[src/core/lmc_regs.svh]
`ifndef LMC_REGS_SVH
`define LMC_REGS_SVH

// Register offsets
`define LMC_OFS_MATRIX_ON 8'h05
`define LMC_OFS_MEL_EN_AB 8'h08
`define LMC_OFS_MEL_EN_CD 8'h09
`define LMC_OFS_GROUP 8'h0a
`define LMC_OFS_COMP 8'h0b
`define LMC_OFS_THR 8'h0c
`define LMC_OFS_CC_FORCE 8'h0d
`define LMC_OFS_SW_FORCE 8'h0e

// Reset values
`define LMC_RST_MATRIX_ON 1'h0
`define LMC_RST_MEL_EN 8'h00
`define LMC_RST_GROUP 7'h00
`define LMC_RST_COMP 3'h3
`define LMC_RST_THR 8'h00
`define LMC_RST_CC_FORCE 5'h00
`define LMC_RST_SW_FORCE 8'h00

// Field widths and positions
`define LMC_GROUP_W 7
`define LMC_COMP_W 3
`define LMC_CC_FORCE_W 5
`define LMC_GRP_LOWER_BIT 4
`define LMC_GRP_UPPER_BIT 5
`define LMC_GROUP_ALL_BAR_BIT 6
`define LMC_SUPPLY_BIT0 4

// LED grid and bar steps
`define LMC_ROWS 4
`define LMC_COLS 4
`define LMC_STEP_ALL 1
`define LMC_STEP_EIGHT 2
`define LMC_STEP_COL 4
`define LMC_LED_D1 4'hc

// Timing
`define LMC_CLK_PERIOD_NS 100
`define LMC_COMP_STEP_NS 860
`define LMC_COMP_STEP_CYC ((`LMC_COMP_STEP_NS + `LMC_CLK_PERIOD_NS - 1) / `LMC_CLK_PERIOD_NS)

`endif

[src/core/lmc_pkg.sv]
`default_nettype none
package lmc_pkg;
	typedef enum logic [2:0] {
		LMC_LINE_OFF,
		LMC_LINE_CC_FORCED,
		LMC_LINE_SWITCH_OFF,
		LMC_LINE_SUPPLY_ON,
		LMC_LINE_PWM,
		LMC_LINE_FADE,
		LMC_LINE_CC
	} lmc_line_mode_e;
endpackage // lmc_pkg
`default_nettype wire

[src/core/lmc_on_stretch.sv]
`default_nettype none
module lmc_on_stretch #(
	parameter int CNT_W = 8
) (
	// Clock and reset
	input wire logic clk,
	input wire logic sys_rst,
	// Drive request and hold length
	input wire logic drive_in,
	input wire logic [CNT_W-1:0] hold_cycles,
	// Stretched drive
	output logic drive_out
);
	logic [CNT_W-1:0] cnt_reg;

	always_ff @(posedge clk) begin
		if (sys_rst) begin
			cnt_reg <= '0;
			drive_out <= 1'b0;
		end else if (drive_in) begin
			cnt_reg <= hold_cycles;
			drive_out <= 1'b1;
		end else if (cnt_reg != '0) begin
			cnt_reg <= cnt_reg - 1'b1;
			drive_out <= 1'b1;
		end else begin
			drive_out <= 1'b0;
		end
	end
endmodule // lmc_on_stretch
`default_nettype wire

[src/core/lmc_line_ctrl.sv]
`default_nettype none
module lmc_line_ctrl (
	// Clock and reset
	input wire logic clk,
	input wire logic sys_rst,
	// Line controls
	input wire logic matrix_enable,
	input wire logic cc_force,
	input wire logic mask,
	input wire logic supply_force,
	input wire logic pwm_req,
	input wire logic fade_req,
	// Resolved mode
	output var lmc_pkg::lmc_line_mode_e mode
);
	import lmc_pkg::*;

	lmc_line_mode_e mode_next;

	always_comb begin
		if (!matrix_enable)
			mode_next = LMC_LINE_OFF;
		else if (cc_force)
			mode_next = LMC_LINE_CC_FORCED;
		else if (mask)
			mode_next = LMC_LINE_SWITCH_OFF;
		else if (supply_force)
			mode_next = LMC_LINE_SUPPLY_ON;
		else if (pwm_req)
			mode_next = LMC_LINE_PWM;
		else if (fade_req)
			mode_next = LMC_LINE_FADE;
		else
			mode_next = LMC_LINE_CC;
	end

	always_ff @(posedge clk) begin
		if (sys_rst)
			mode <= LMC_LINE_OFF;
		else
			mode <= mode_next;
	end
endmodule // lmc_line_ctrl
`default_nettype wire

[src/core/lmc_mode_config.sv]
`include "lmc_regs.svh"
`default_nettype none
module lmc_mode_config #(
	parameter int LED_NUM = 16,
	parameter int LINE_NUM = 5,
	parameter int LEVEL_W = 5,
	parameter int HOLD_W = 8
) (
	// Clock and reset
	input wire logic clk,
	input wire logic sys_rst,
	// Register port
	input wire logic [7:0] reg_addr,
	input wire logic [7:0] reg_wdata,
	input wire logic reg_wr,
	input wire logic reg_rd,
	output logic [7:0] reg_rdata,
	// Melody front end pins
	input wire logic melody_pin,
	input wire logic [LEVEL_W-1:0] melody_level_pin,
	// Per-line requests from the PWM and fade engine
	input wire logic [LINE_NUM-1:0] pwm_line_req,
	input wire logic [LINE_NUM-1:0] fade_line_req,
	// Matrix line modes
	output var lmc_pkg::lmc_line_mode_e matrix_line_1_mode,
	output var lmc_pkg::lmc_line_mode_e matrix_line_2_mode,
	output var lmc_pkg::lmc_line_mode_e matrix_line_3_mode,
	output var lmc_pkg::lmc_line_mode_e matrix_line_4_mode,
	output var lmc_pkg::lmc_line_mode_e matrix_line_5_mode,
	output logic [4*LINE_NUM-1:0] line_cc_led,
	// Melody drive per LED
	output logic [LED_NUM-1:0] led_melody_ctl,
	output logic [LED_NUM-1:0] led_melody_on,
	// Threshold selection
	output logic thr_auto,
	output logic [2:0] thr_fixed_idx
);
	import lmc_pkg::*;

	////////////////////////////////////////////////////////////////////////
	// Registers

	logic matrix_enable_reg;
	logic [7:0] mel_en_ab_reg;
	logic [7:0] mel_en_cd_reg;
	logic [`LMC_GROUP_W-1:0] group_reg;
	logic [`LMC_COMP_W-1:0] comp_reg;
	logic [7:0] thr_reg;
	logic [`LMC_CC_FORCE_W-1:0] cc_force_reg;
	logic [7:0] sw_force_reg;

	// Address decode shared by the write and read paths
	wire sel_matrix = (reg_addr == `LMC_OFS_MATRIX_ON);
	wire sel_mel_ab = (reg_addr == `LMC_OFS_MEL_EN_AB);
	wire sel_mel_cd = (reg_addr == `LMC_OFS_MEL_EN_CD);
	wire sel_group = (reg_addr == `LMC_OFS_GROUP);
	wire sel_comp = (reg_addr == `LMC_OFS_COMP);
	wire sel_thr = (reg_addr == `LMC_OFS_THR);
	wire sel_cc = (reg_addr == `LMC_OFS_CC_FORCE);
	wire sel_sw = (reg_addr == `LMC_OFS_SW_FORCE);

	// Writes to unmapped offsets match no select and are lost
	wire wr_matrix = reg_wr && sel_matrix;
	wire wr_mel_ab = reg_wr && sel_mel_ab;
	wire wr_mel_cd = reg_wr && sel_mel_cd;
	wire wr_group = reg_wr && sel_group;
	wire wr_comp = reg_wr && sel_comp;
	wire wr_thr = reg_wr && sel_thr;
	wire wr_cc = reg_wr && sel_cc;
	wire wr_sw = reg_wr && sel_sw;

	always_ff @(posedge clk) begin
		if (sys_rst) begin
			matrix_enable_reg <= `LMC_RST_MATRIX_ON;
			mel_en_ab_reg <= `LMC_RST_MEL_EN;
			mel_en_cd_reg <= `LMC_RST_MEL_EN;
			group_reg <= `LMC_RST_GROUP;
			comp_reg <= `LMC_RST_COMP;
			thr_reg <= `LMC_RST_THR;
			cc_force_reg <= `LMC_RST_CC_FORCE;
			sw_force_reg <= `LMC_RST_SW_FORCE;
		end else begin
			if (wr_matrix)
				matrix_enable_reg <= reg_wdata[0];
			if (wr_mel_ab)
				mel_en_ab_reg <= reg_wdata;
			if (wr_mel_cd)
				mel_en_cd_reg <= reg_wdata;
			if (wr_group)
				group_reg <= reg_wdata[`LMC_GROUP_W-1:0];
			if (wr_comp)
				comp_reg <= reg_wdata[`LMC_COMP_W-1:0];
			if (wr_thr)
				thr_reg <= reg_wdata;
			if (wr_cc)
				cc_force_reg <= reg_wdata[`LMC_CC_FORCE_W-1:0];
			if (wr_sw)
				sw_force_reg <= reg_wdata;
		end
	end

	////////////////////////////////////////////////////////////////////////
	// Read path

	// Narrow fields are zero-extended to the bus width
	wire [7:0] rd_matrix = {7'h00, matrix_enable_reg};
	wire [7:0] rd_group = {1'h0, group_reg};
	wire [7:0] rd_comp = {5'h00, comp_reg};
	wire [7:0] rd_cc = {3'h0, cc_force_reg};

	wire [7:0] rd_mux =
		sel_matrix ? rd_matrix :
		sel_mel_ab ? mel_en_ab_reg :
		sel_mel_cd ? mel_en_cd_reg :
		sel_group ? rd_group :
		sel_comp ? rd_comp :
		sel_thr ? thr_reg :
		sel_cc ? rd_cc :
		sel_sw ? sw_force_reg :
		8'h00;

	// Read data stands for the one cycle after the strobe, zero otherwise
	always_ff @(posedge clk) begin
		if (sys_rst)
			reg_rdata <= 8'h00;
		else
			reg_rdata <= reg_rd ? rd_mux : 8'h00;
	end

	////////////////////////////////////////////////////////////////////////
	// Melody input synchronisers

	logic mel_meta_reg;
	logic mel_sync_reg;
	logic [LEVEL_W-1:0] lvl_meta_reg;
	logic [LEVEL_W-1:0] lvl_sync_reg;
	logic [LEVEL_W-1:0] lvl_prev_reg;
	logic [LEVEL_W-1:0] lvl_held_reg;

	// Bits of the level word can cross a cycle apart, so a new level is
	// only taken once two synchronised samples in a row agree
	wire lvl_steady = (lvl_sync_reg == lvl_prev_reg);
	wire [LEVEL_W-1:0] lvl_held_next = lvl_steady ? lvl_sync_reg : lvl_held_reg;

	always_ff @(posedge clk) begin
		if (sys_rst) begin
			mel_meta_reg <= 1'b0;
			mel_sync_reg <= 1'b0;
			lvl_meta_reg <= '0;
			lvl_sync_reg <= '0;
			lvl_prev_reg <= '0;
			lvl_held_reg <= '0;
		end else begin
			mel_meta_reg <= melody_pin;
			mel_sync_reg <= mel_meta_reg;
			lvl_meta_reg <= melody_level_pin;
			lvl_sync_reg <= lvl_meta_reg;
			lvl_prev_reg <= lvl_sync_reg;
			lvl_held_reg <= lvl_held_next;
		end
	end

	////////////////////////////////////////////////////////////////////////
	// Melody resolution per LED, index = row * 4 + column, row A first

	wire [LED_NUM-1:0] mel_en = {mel_en_cd_reg, mel_en_ab_reg};
	wire group_all_bar = group_reg[`LMC_GROUP_ALL_BAR_BIT];
	wire grp_upper = group_reg[`LMC_GRP_UPPER_BIT];
	wire grp_lower = group_reg[`LMC_GRP_LOWER_BIT];
	wire [HOLD_W-1:0] hold_cycles = HOLD_W'(int'(comp_reg) * `LMC_COMP_STEP_CYC);

	logic [LED_NUM-1:0] ctl_next;
	logic [LED_NUM-1:0] drive_next;
	logic [LED_NUM-1:0] drive_reg;

	genvar gr, gc;
	generate
		for (gr = 0; gr < `LMC_ROWS; gr++) begin : g_row
			for (gc = 0; gc < `LMC_COLS; gc++) begin : g_col
				localparam int IDX = gr * `LMC_COLS + gc;
				localparam int POS_COL = `LMC_ROWS - 1 - gr;
				localparam int POS_ALL = gc * `LMC_ROWS + POS_COL;
				localparam int POS_EIGHT = (gc % 2) * `LMC_ROWS + POS_COL;
				wire lit_all = lvl_held_reg > LEVEL_W'(POS_ALL * `LMC_STEP_ALL);
				wire in_eight = (gc >= 2) ? grp_upper : grp_lower;
				wire lit_eight = lvl_held_reg > LEVEL_W'(POS_EIGHT * `LMC_STEP_EIGHT);
				wire in_col = group_reg[gc];
				wire lit_col = lvl_held_reg > LEVEL_W'(POS_COL * `LMC_STEP_COL);
				assign drive_next[IDX] = group_all_bar ? lit_all :
					in_eight ? lit_eight :
					in_col ? lit_col :
					mel_en[IDX] ? mel_sync_reg : 1'b0;
				assign ctl_next[IDX] = group_all_bar | in_eight | in_col | mel_en[IDX];

				// Each LED keeps its own counter, so lamps release independently
				// turn-on compensation
				lmc_on_stretch #(
					.CNT_W(HOLD_W)
				) u_stretch (
					.clk(clk),
					.sys_rst(sys_rst),
					.drive_in(drive_reg[IDX]),
					.hold_cycles(hold_cycles),
					.drive_out(led_melody_on[IDX])
				);
			end
		end
	endgenerate

	always_ff @(posedge clk) begin
		if (sys_rst) begin
			drive_reg <= '0;
			led_melody_ctl <= '0;
		end else begin
			drive_reg <= drive_next;
			led_melody_ctl <= ctl_next;
		end
	end

	////////////////////////////////////////////////////////////////////////
	// Threshold selection

	logic [2:0] thr_idx_next;

	always_comb begin
		thr_idx_next = 3'h0;
		for (int i = 7; i >= 0; i--) begin
			if (thr_reg[i])
				thr_idx_next = 3'(i);
		end
	end

	always_ff @(posedge clk) begin
		if (sys_rst) begin
			thr_auto <= 1'b1;
			thr_fixed_idx <= 3'h0;
		end else begin
			thr_auto <= (thr_reg == 8'h00);
			thr_fixed_idx <= thr_idx_next;
		end
	end

	////////////////////////////////////////////////////////////////////////
	// Matrix line control

	lmc_line_mode_e line_mode [LINE_NUM];
	logic [4*LINE_NUM-1:0] cc_led_next;

	genvar gl;
	generate
		for (gl = 0; gl < LINE_NUM; gl++) begin : g_line
			// Line 5 has no supply switch, so its mask and supply force stay off
			localparam bit HAS_SW = (gl < `LMC_COLS);
			wire mask_bit = HAS_SW ? sw_force_reg[gl % `LMC_COLS] : 1'b0;
			wire supply_bit = HAS_SW ? sw_force_reg[`LMC_SUPPLY_BIT0 + (gl % `LMC_COLS)] : 1'b0;

			assign cc_led_next[4*gl +: 4] = HAS_SW ? 4'(gl) : `LMC_LED_D1;

			lmc_line_ctrl u_line (
				.clk(clk),
				.sys_rst(sys_rst),
				.matrix_enable(matrix_enable_reg),
				.cc_force(cc_force_reg[gl]),
				.mask(mask_bit),
				.supply_force(supply_bit),
				.pwm_req(pwm_line_req[gl]),
				.fade_req(fade_line_req[gl]),
				.mode(line_mode[gl])
			);
		end
	endgenerate

	always_ff @(posedge clk) begin
		if (sys_rst)
			line_cc_led <= '0;
		else
			line_cc_led <= cc_led_next;
	end

	// Per-line mode outputs, line 1 first
	assign matrix_line_1_mode = line_mode[0];
	assign matrix_line_2_mode = line_mode[1];
	assign matrix_line_3_mode = line_mode[2];
	assign matrix_line_4_mode = line_mode[3];
	assign matrix_line_5_mode = line_mode[4];
endmodule // lmc_mode_config
`default_nettype wire

[config.mk]
export PLATFORM = sky130hd
export DESIGN_NAME = lmc_mode_config
export DESIGN_NICKNAME = d
export VERILOG_FILES = /design/src/core/lmc_pkg.sv /design/src/core/lmc_on_stretch.sv /design/src/core/lmc_line_ctrl.sv /design/src/core/lmc_mode_config.sv
export VERILOG_INCLUDE_DIRS = /design/src /design/src/core
export SDC_FILE = /design/constraint.sdc
export NUM_CORES = 1
export LEC_CHECK = 0
export ABC_CLOCK_PERIOD_IN_PS = 4700
export CAP_MARGIN = 10
export CELL_PAD_IN_SITES_DETAIL_PLACEMENT = 1
export CELL_PAD_IN_SITES_GLOBAL_PLACEMENT = 1
export CORE_MARGIN = 8
export CORE_UTILIZATION = 34
export DETAILED_ROUTE_END_ITERATION = 10
export DONT_BUFFER_PORTS = 1
export MAX_ROUTING_LAYER = met4
export PLACE_DENSITY = 0.69
export SYNTH_ARGS = -nofsm -noshare
export SYNTH_HDL_FRONTEND = slang
export SYNTH_SLANG_ARGS = --single-unit
[constraint.sdc]
create_clock -name clk -period 4.7 [get_ports clk]
set_clock_uncertainty 0.15 [all_clocks]
set_input_delay 0.94 -clock clk [delete_from_list [all_inputs] [get_ports clk]]
set_output_delay 0.94 -clock clk [all_outputs]
set_load 0.01 [all_outputs]
==> impl_metrics.py, run 1 <==
metrics = {
    "flow_run": {
        "maxCapViolations": 0,
    },
    "setup_path": {
        "critical_path_class": "reg -> out",
        "crit_path_start_kind": "flip-flop",
        "endpoint_kind": "output pin",
        "cp_max_fo": 6,
        "worstPathArrival_ns": 1.27,
        "worstSetupStartpoint": "line_cc_led[18]",
        "required_ns": 3.61,
        "reg2reg_from": "g_row[1].g_col[3].u_stretch.cnt_reg[0]",
    },
    "sta": {
        "fin_setup_tns_ns": 0,
        "max_freq_ghz": 0.425,
        "relSlewSlack_pct": 33.1,
        "hold_ws_ns": 0.283,
        "setup_violations": 0,
        "fin_ws_ns": 2.34,
        "grt_setup_unrepaired": "false",
        "fin_crit_sh_pct": 50.1,
        "fin_crit_ns": 2.36,
        "worst_pin_slew_ns": 1.00,
        "slew_violations": 0,
        "hold_viol": 0,
    },
    "logic_synthesis": {
        "ys.flop_type": "dfxtp_1",
        "yosysWarnings": 0,
        "yosys-top-cells-count": "dfxtp_1, nor2_1, nor3_1",
        "yosys_register_bits": 274,
        "async_reset_ff_share_pct": 0,
        "yosys.area.top_type": "dfxtp_1",
        "yosys.area.top_type_share_pct": 43.3,
        "syn_avg_cell_area_um2": 8.59,
        "synth-seq-area-share_pct": 43.3,
        "syn_area_um2": 12700,
        "yosysMostFrequentCell": "dfxtp_1",
        "syn_inst": 1474,
        "synth-edff-count": 0,
        "ys_types": 72,
        "synthTopCellsByArea": "dfxtp_1, nor3_1, mux2i_1, o21ai_0, nor2_1",
    },
    "placed_design": {
        "port_buffers": 0,
        "dpl_worst_slack_ns": 2.09,
        "place_congestion": 0.853,
        "dp.cells": 1847,
        "dp.final_hpwl_um": 24400,
    },
    "drt": {
        "routedWlPerCell_um": 18.7,
        "vias": 10400,
        "drc_errors": 0,
        "postRouteAntennaNets": 0,
        "dr.pass1.iters": 5,
        "drt_wl_total_um": 35500,
        "avgViaCountPerCell": 5.46,
        "dr.first_iter.drc_count": 591,
    },
    "layout": {
        "finalNonFillerCells": 1900,
        "n_antenna_cell": 0,
        "drive_gt1_share_pct": 6.08,
        "layout.nets": 1462,
        "largest_register_ffs": 128,
        "synthToLayoutAreaGrowth_pct": 8.63,
    },
    "cts": {
        "clock_path_buffers": 3,
        "clkLatencyLatePin_ns": 0.57,
        "htree_levels": 1,
        "postCtsSetupRepairBufs": 0,
        "clk_pin_slew_ns": 0.06,
        "cts_buffers": 29,
        "root_buffer": "clkbuf_16",
        "cts_tree": "built",
        "cts_hold_buffers": 0,
        "cts_resized": 0,
        "cts_sinks": 274,
    },
    "grt": {
        "grt.overflow.total": 0,
        "grt_max_degree": 189,
        "grt_pass1_wl_um": 57500,
        "grt_pass1_vias": 10700,
        "antenna_found_initial": 1,
        "grt_usage_pct": 16.2,
    },
    "floorplan": {
        "start_util_pct": 34.6,
        "fp.dieH_um": 209,
        "num_rows": 70,
        "dieArea_um2": 43700,
        "die_w_um": 209,
        "ios": 115,
        "core_area_um2": 36600,
    },
    "power": {
        "p_leak_nw": 5.36,
        "p_per_area_nw_per_um2": 611,
        "ir_drop_uv": 334,
        "finalPower_mw": 8.41,
    },
    "min_path": {
        "worstHoldPathType": "in -> reg",
        "min-delay-start": "fade_line_req[4]",
    },
    "status": {
        "outcome": "complete, no violations",
    },
}
-- where the power goes --
group,internal (mW),switching (mW),leakage (nW),total (mW)
sequential,2.82,0.494,2.24,3.31
combinational,1.36,1.38,2.63,2.75
clock,1.38,0.971,0.482,2.35
-- layer usage --
metal	routed length (µm)	vias to the layer above	GRT usage (%)
li1	-	5079	-
met1	16300	5054	19.7
met2	16800	181	27.3
met3	1410	58	2.53
met4	946	0	5.03
met5	0	-	-
-- final cells by class --
cell class	count	area, µm²
Multi-Input combinational cell	1032	6420
Clock inverter	14	155
Tap cell	468	586
Timing Repair Buffer	6	45.0
Sequential cell	274	5490
Fill cell	4329	22900
Inverter	67	251
Clock buffer	39	813
-- path summary, 6_finish.rpt --
kind                            slack [ns]  cells past startpoint                                endpoint
worst max register to register        2.35                      6  g_row[1].g_col[3].u_stretch.cnt_reg[2]
worst min-delay path                  0.28                      1                g_line[4].u_line.mode[1]
worst min register to register        0.29                      1                         lvl_sync_reg[3]
worst max-delay path                  2.34                      0                          line_cc_led[4]
-- cells in the final DEF, fill, tap and decap left out, drive strengths merged, types with 11 or more instances in the layout --
cell / instances
nor2: 111
nor4: 28
xor2: 22
xnor2: 30
ha: 16
mux2i: 48
o211a: 12
nand3: 70
nor3: 99
o21a: 23
or4: 20
and2: 20
nor3b: 19
a21boi: 11
nand2: 89
clkbuf: 39
dfxtp: 274
nand4: 13
a211oi: 19
a21oi: 64
inv: 68
nor2b: 55
or3: 15
conb: 14
o21ai: 93
-- logic make-up after synthesis --
| kind of cell | share of synthesized area, % |
|---|---|
| buffers and inverters | 6.42 |
| other | 0.0296 |
| multiplexers | 4.62 |
| adder cells (fa/ha/maj) | 1.66 |
| AND/OR/NAND/NOR | 24.4 |
| AO/OA/AOI/OAI | 15.9 |
| XOR/XNOR | 3.60 |
| flip-flops | 43.3 |
-- stage by stage --
step / util [%] / area [µm²]
floorplan: - / 12700
global placement: 34.9 / 12800
detailed placement: 34.9 / 12800
CTS: 37.6 / 13800
global route: 37.6 / 13800
finish: 37.6 / 13800
Note: power is estimated with default switching activity, not from simulation.
==> inputs of run 2 (changes only) <==
--- a/config.mk
+++ b/config.mk
@@ -6,7 +6,7 @@
 export SDC_FILE = /design/constraint.sdc
 export NUM_CORES = 1
 export LEC_CHECK = 0
-export ABC_CLOCK_PERIOD_IN_PS = 4700
+export ABC_CLOCK_PERIOD_IN_PS = 2300
 export CAP_MARGIN = 10
 export CELL_PAD_IN_SITES_DETAIL_PLACEMENT = 1
 export CELL_PAD_IN_SITES_GLOBAL_PLACEMENT = 1
==> constraint.sdc (replaced) <==
create_clock -name clk -period 2.3 [get_ports clk]
set_clock_uncertainty 0.15 [all_clocks]
set_input_delay 0.46 -clock clk [delete_from_list [all_inputs] [get_ports clk]]
set_output_delay 0.46 -clock clk [all_outputs]
set_load 0.01 [all_outputs]
==> impl_metrics.py, run 2 (synthesis results as in run 1) <==
metrics = {
    "sta": {
        "fin_setup_tns_ns": 0,
        "slew_violations": 0,
        "max_freq_ghz": 0.449,
        "hold_viol": 0,
        "fin_crit_ns": 2.23,
        "grt_setup_unrepaired": "true",
        "worst_pin_slew_ns": 0.635,
        "hold_ws_ns": 0.0219,
        "fin_crit_sh_pct": 96.8,
        "fin_ws_ns": 0.0726,
        "setup_violations": 0,
        "relSlewSlack_pct": 57.2,
    },
    "drt": {
        "routedWlPerCell_um": 18.6,
        "drt_wl_total_um": 37200,
        "dr.first_iter.drc_count": 595,
        "dr.pass1.iters": 5,
        "drc_errors": 0,
        "avgViaCountPerCell": 5.42,
        "vias": 10900,
        "postRouteAntennaNets": 0,
    },
    "grt": {
        "grt_max_degree": 100,
        "grt_pass1_wl_um": 60100,
        "grt_pass1_vias": 11200,
        "grt_usage_pct": 17.0,
        "antenna_found_initial": 1,
        "grt.overflow.total": 0,
    },
    "placed_design": {
        "port_buffers": 0,
        "place_congestion": 0.849,
        "dp.cells": 1883,
        "dpl_worst_slack_ns": -0.0123,
        "dp.final_hpwl_um": 24600,
        "placed_cell_area_um2": 13100,
    },
    "setup_path": {
        "critical_path_class": "reg -> reg",
        "cp_max_fo": 4,
        "crit_path_start_kind": "flip-flop",
        "endpoint_kind": "flip-flop",
        "required_ns": 2.63,
        "worstPathArrival_ns": 2.56,
    },
    "cts": {
        "clock_path_buffers": 3,
        "cts_sinks": 274,
        "clk_pin_slew_ns": 0.06,
        "htree_levels": 1,
        "clkLatencyLatePin_ns": 0.58,
        "cts_buffers": 30,
        "root_buffer": "clkbuf_16",
        "cts_tree": "built",
    },
    "layout": {
        "synthToLayoutAreaGrowth_pct": 16.8,
        "largest_register_ffs": 128,
        "fin_util_pct": 40.4,
        "finalNonFillerCells": 2004,
        "final_cell_mix": "dfxtp_1, nor2_1, nor3_1",
        "final_common_cell": "dfxtp_1",
        "postLayoutCellArea_um2": 14800,
        "layout.nets": 1564,
        "drive_gt1_share_pct": 9.12,
    },
    "power": {
        "finalPower_mw": 17.7,
        "p_leak_nw": 5.95,
        "ir_drop_uv": 568,
        "p_per_area_nw_per_um2": 1190,
    },
    "status": {
        "outcome": "complete, no violations",
    },
    "floorplan": {
        "fp.dieH_um": 209,
        "dieArea_um2": 43700,
        "ios": 115,
        "core_area_um2": 36600,
        "start_util_pct": 34.6,
        "num_rows": 70,
        "die_w_um": 209,
    },
    "flow_run": {
        "maxCapViolations": 0,
    },
    "min_path": {
        "worstHoldPathType": "in -> reg",
    },
}
## run 2: cell count changes in the layout (fill, tap and decap cells not counted), sizes merged, moves of 2 or more
cell,previous run,this run
clkinv,9,11
inv,68,66
dlygate4sd3,0,61
buf,6,46
## run 2: repair_timing
item	CTS	global route
hold buffers	62	0
pin swaps	0	4
hold endpoints to repair	150	0
buffers inserted	0	3
setup endpoints to repair	1	9
resized for setup	1	15
## run 2: final cells by class
| class | instances | area (µm²) |
|---|---|---|
| diodes | 1 | 2.50 |
| clock buffers | 40 | 818 |
| clock inverters | 15 | 170 |
| fillers | 4307 | 21800 |
| inverters | 67 | 251 |
| multi-input cells | 1032 | 6470 |
| flip-flops and latches | 274 | 5490 |
| well taps | 468 | 586 |
| repair buffers | 107 | 1000 |
## run 2: power breakdown
part / internal [mW] / switching, mW / total [mW]
Clock: 2.83 / 2.01 / 4.84
Combinational: 3.12 / 2.93 / 6.05
Sequential: 5.76 / 0.998 / 6.76
## run 2: per-layer routing
metal	wire (µm)	vias to the layer above	track usage [%]
met3	1560	62	3.01
met5	0	-	-
met4	821	0	4.47
met1	17000	5328	20.7
met2	17800	183	28.8
li1	-	5283	-
## run 2: path summary, 6_finish.rpt
| path | start | to | slack (ns) | cells after the start |
|---|---|---|---|---|
| setup / recovery | g_row[0].g_col[1].u_stretch.cnt_reg[0] | g_row[0].g_col[1].u_stretch.cnt_reg[6] | 0.07 | 6 |
| hold / removal | reg_addr[1] | comp_reg[0] | 0.02 | 2 |
| setup reg to reg | g_row[0].g_col[1].u_stretch.cnt_reg[0] | g_row[0].g_col[1].u_stretch.cnt_reg[6] | 0.07 | 6 |
| hold reg to reg | cc_force_reg[4] | g_line[4].u_line.mode[2] | 0.35 | 1 |
## run 2: worst max-delay path, stage by stage, from the launching register on
cell	delay, ns
dfxtp_1	0.34
inv_2	0.07
ha_4	0.13
or3b_2	0.46
or2_2	0.30
or4b_4	0.52
a211oi_2	0.18
==> inputs of run 3 (changes only) <==
--- a/config.mk
+++ b/config.mk
@@ -15,7 +15,7 @@
 export DETAILED_ROUTE_END_ITERATION = 10
 export DONT_BUFFER_PORTS = 1
 export MAX_ROUTING_LAYER = met4
-export PLACE_DENSITY = 0.69
+export PLACE_DENSITY = 0.66
 export SYNTH_ARGS = -nofsm -noshare
 export SYNTH_HDL_FRONTEND = slang
 export SYNTH_SLANG_ARGS = --single-unit
==> impl_metrics.py, run 3 (synthesis results as in run 1) <==
metrics = {
    "layout": {
        "nFillCells": 4285,
        "postLayoutCellArea_um2": 14900,
        "fin_util_pct": 40.8,
        "synthToLayoutAreaGrowth_pct": 17.9,
        "largest_register_ffs": 128,
        "drive_gt1_share_pct": 9.73,
        "final_common_cell": "dfxtp_1",
        "final_cell_mix": "dfxtp_1, nor2_1, nor3_1",
        "layout.nets": 1561,
        "n_antenna_cell": 0,
    },
    "power": {
        "p_sw_share_pct": 32.4,
        "power_frac_seq_pct": 36.9,
        "p_per_area_nw_per_um2": 1230,
        "p_int_mw": 12.4,
        "pwr-share-comb_pct": 33.2,
        "ir_drop_uv": 588,
        "power.net_switching_mw": 5.96,
        "p_leak_nw": 6.02,
        "pwr-share-clk_pct": 29.9,
    },
    "flow_run": {
        "maxCapViolations": 0,
    },
    "cts": {
        "cts_sinks": 274,
        "clock_path_buffers": 3,
        "cts_buffers": 31,
        "htree_levels": 1,
        "cts_tree": "built",
        "clk_pin_slew_ns": 0.07,
        "postCtsSetupRepairBufs": 0,
        "root_buffer": "clkbuf_16",
        "clkLatencyLatePin_ns": 0.56,
    },
    "placed_design": {
        "placed_cell_area_um2": 13100,
        "port_buffers": 0,
        "dp.final_hpwl_um": 24700,
        "place_congestion": 0.842,
    },
    "grt": {
        "grt_pass1_wl_um": 60600,
        "grt_max_degree": 100,
        "grt_pass1_vias": 11300,
        "grt_usage_pct": 17.1,
        "grt.overflow.total": 0,
        "antenna_found_initial": 0,
    },
    "floorplan": {
        "start_util_pct": 34.6,
        "fp.dieH_um": 209,
        "core_area_um2": 36600,
        "ios": 115,
        "num_rows": 70,
        "die_w_um": 209,
        "dieArea_um2": 43700,
    },
    "drt": {
        "dr.pass1.iters": 5,
        "avgViaCountPerCell": 5.41,
        "postRouteAntennaNets": 0,
        "drc_errors": 0,
        "drt_wl_total_um": 37300,
        "dr.first_iter.drc_count": 520,
        "vias": 10800,
        "routedWlPerCell_um": 18.7,
    },
    "min_path": {
        "worstHoldPathType": "in -> reg",
    },
    "status": {
        "outcome": "complete, no violations",
    },
    "sta": {
        "slew_violations": 0,
        "hold_viol": 0,
        "relSlewSlack_pct": 53.9,
        "max_freq_ghz": 0.454,
        "fin_crit_ns": 2.20,
        "setup_violations": 0,
        "grt_setup_unrepaired": "false",
        "fin_crit_sh_pct": 95.7,
        "worst_pin_slew_ns": 0.674,
    },
    "setup_path": {
        "crit_family": "buffers and inverters",
        "cp.buffers_inverters": 2,
        "critPathSlowestCell": "dlygate4sd3_1",
        "worstPathArrival_ns": 2.51,
        "critical_path_class": "reg -> reg",
        "crit_path_start_kind": "flip-flop",
        "cp_max_fo": 15,
        "cpPeakStageDelay_ns": 0.56,
        "endpoint_kind": "flip-flop",
        "crit_chain": "buf_12 -> or2_2 -> a211oi_1 -> a311oi_1 -> dlygate4sd3_1",
        "required_ns": 2.61,
    },
}
## run 3: cell types whose count changed in the layout (fill, tap and decap cells not counted), sizes merged
| cell | change |
|---|---|
| bufinv | +5 |
| buf | -3 |
| clkbuf | -2 |
| clkinv | -1 |
| clkinvlp | -1 |
| diode | -1 |
| dlygate4sd3 | -1 |
## run 3: final timing paths
| kind | startpoint | end | slack [ns] | cells after the start |
|---|---|---|---|---|
| setup / recovery | group_reg[6] | drive_reg[0] | 0.1 | 5 |
| setup reg to reg | group_reg[6] | drive_reg[0] | 0.1 | 5 |
| hold / removal | fade_line_req[0] | g_line[0].u_line.mode[0] | 0.03 | 3 |
| hold reg to reg | cc_force_reg[4] | g_line[4].u_line.mode[2] | 0.34 | 1 |
## run 3: cell type report
class	instances	area (µm²)	share of cell area (%)
Clock inverter	18	293	1.96
Multi-Input combinational cell	1032	6490	43.4
Sequential cell	274	5490	36.8
Clock buffer	38	852	5.71
Inverter	67	251	1.68
Tap cell	468	586	3.92
Timing Repair Buffer	103	968	6.49
## run 3: metal layers
layer	part of all wire (%)	track usage [%]
met4	2.9	5.74
met3	3.8	2.65
met1	47	21.6
met2	47	27.8
met5	0	-
## run 3: tightest hold or removal path, stage by stage
cell and delay [ns]:
a21oi_1 0.04, nor2_1 0.08, o21a_1 0.12
## run 3: metrics by stage
stage          std cells  total power [mW]  setup WS [ns]  hold slack [ns]  setup TNS, ns
6_report            2000              18.4         0.0992           0.0303              0
5_1_grt             2000              19.7        0.00427           0.0175              0
4_1_cts             2000              18.5         0.0174          0.00394              0
3_5_place_dp        1883              12.7        -0.0178            0.279        -0.0178
3_3_place_gp        1883              12.4         0.0222            0.277              0
2_1_floorplan       1487              11.5          0.138            0.264              0
## run 3: power groups by stage
stage               clock, mW  combinational, mW  sequential, mW
global placement            0               5.58            6.81
floorplan                   0               4.98            6.49
detailed placement          0               5.80            6.85
global route             5.85               6.89            6.94
finish                   5.50               6.10            6.78
CTS                      5.65               6.03            6.77
## run 3: timing repair
item | 4_1_cts | 5_1_grt
endpoints found under the hold margin | 147 | 0
gates resized for setup | 3 | 20
setup endpoints to repair | 1 | 11
pin swaps | 0 | 2
hold buffers | 61 | 0
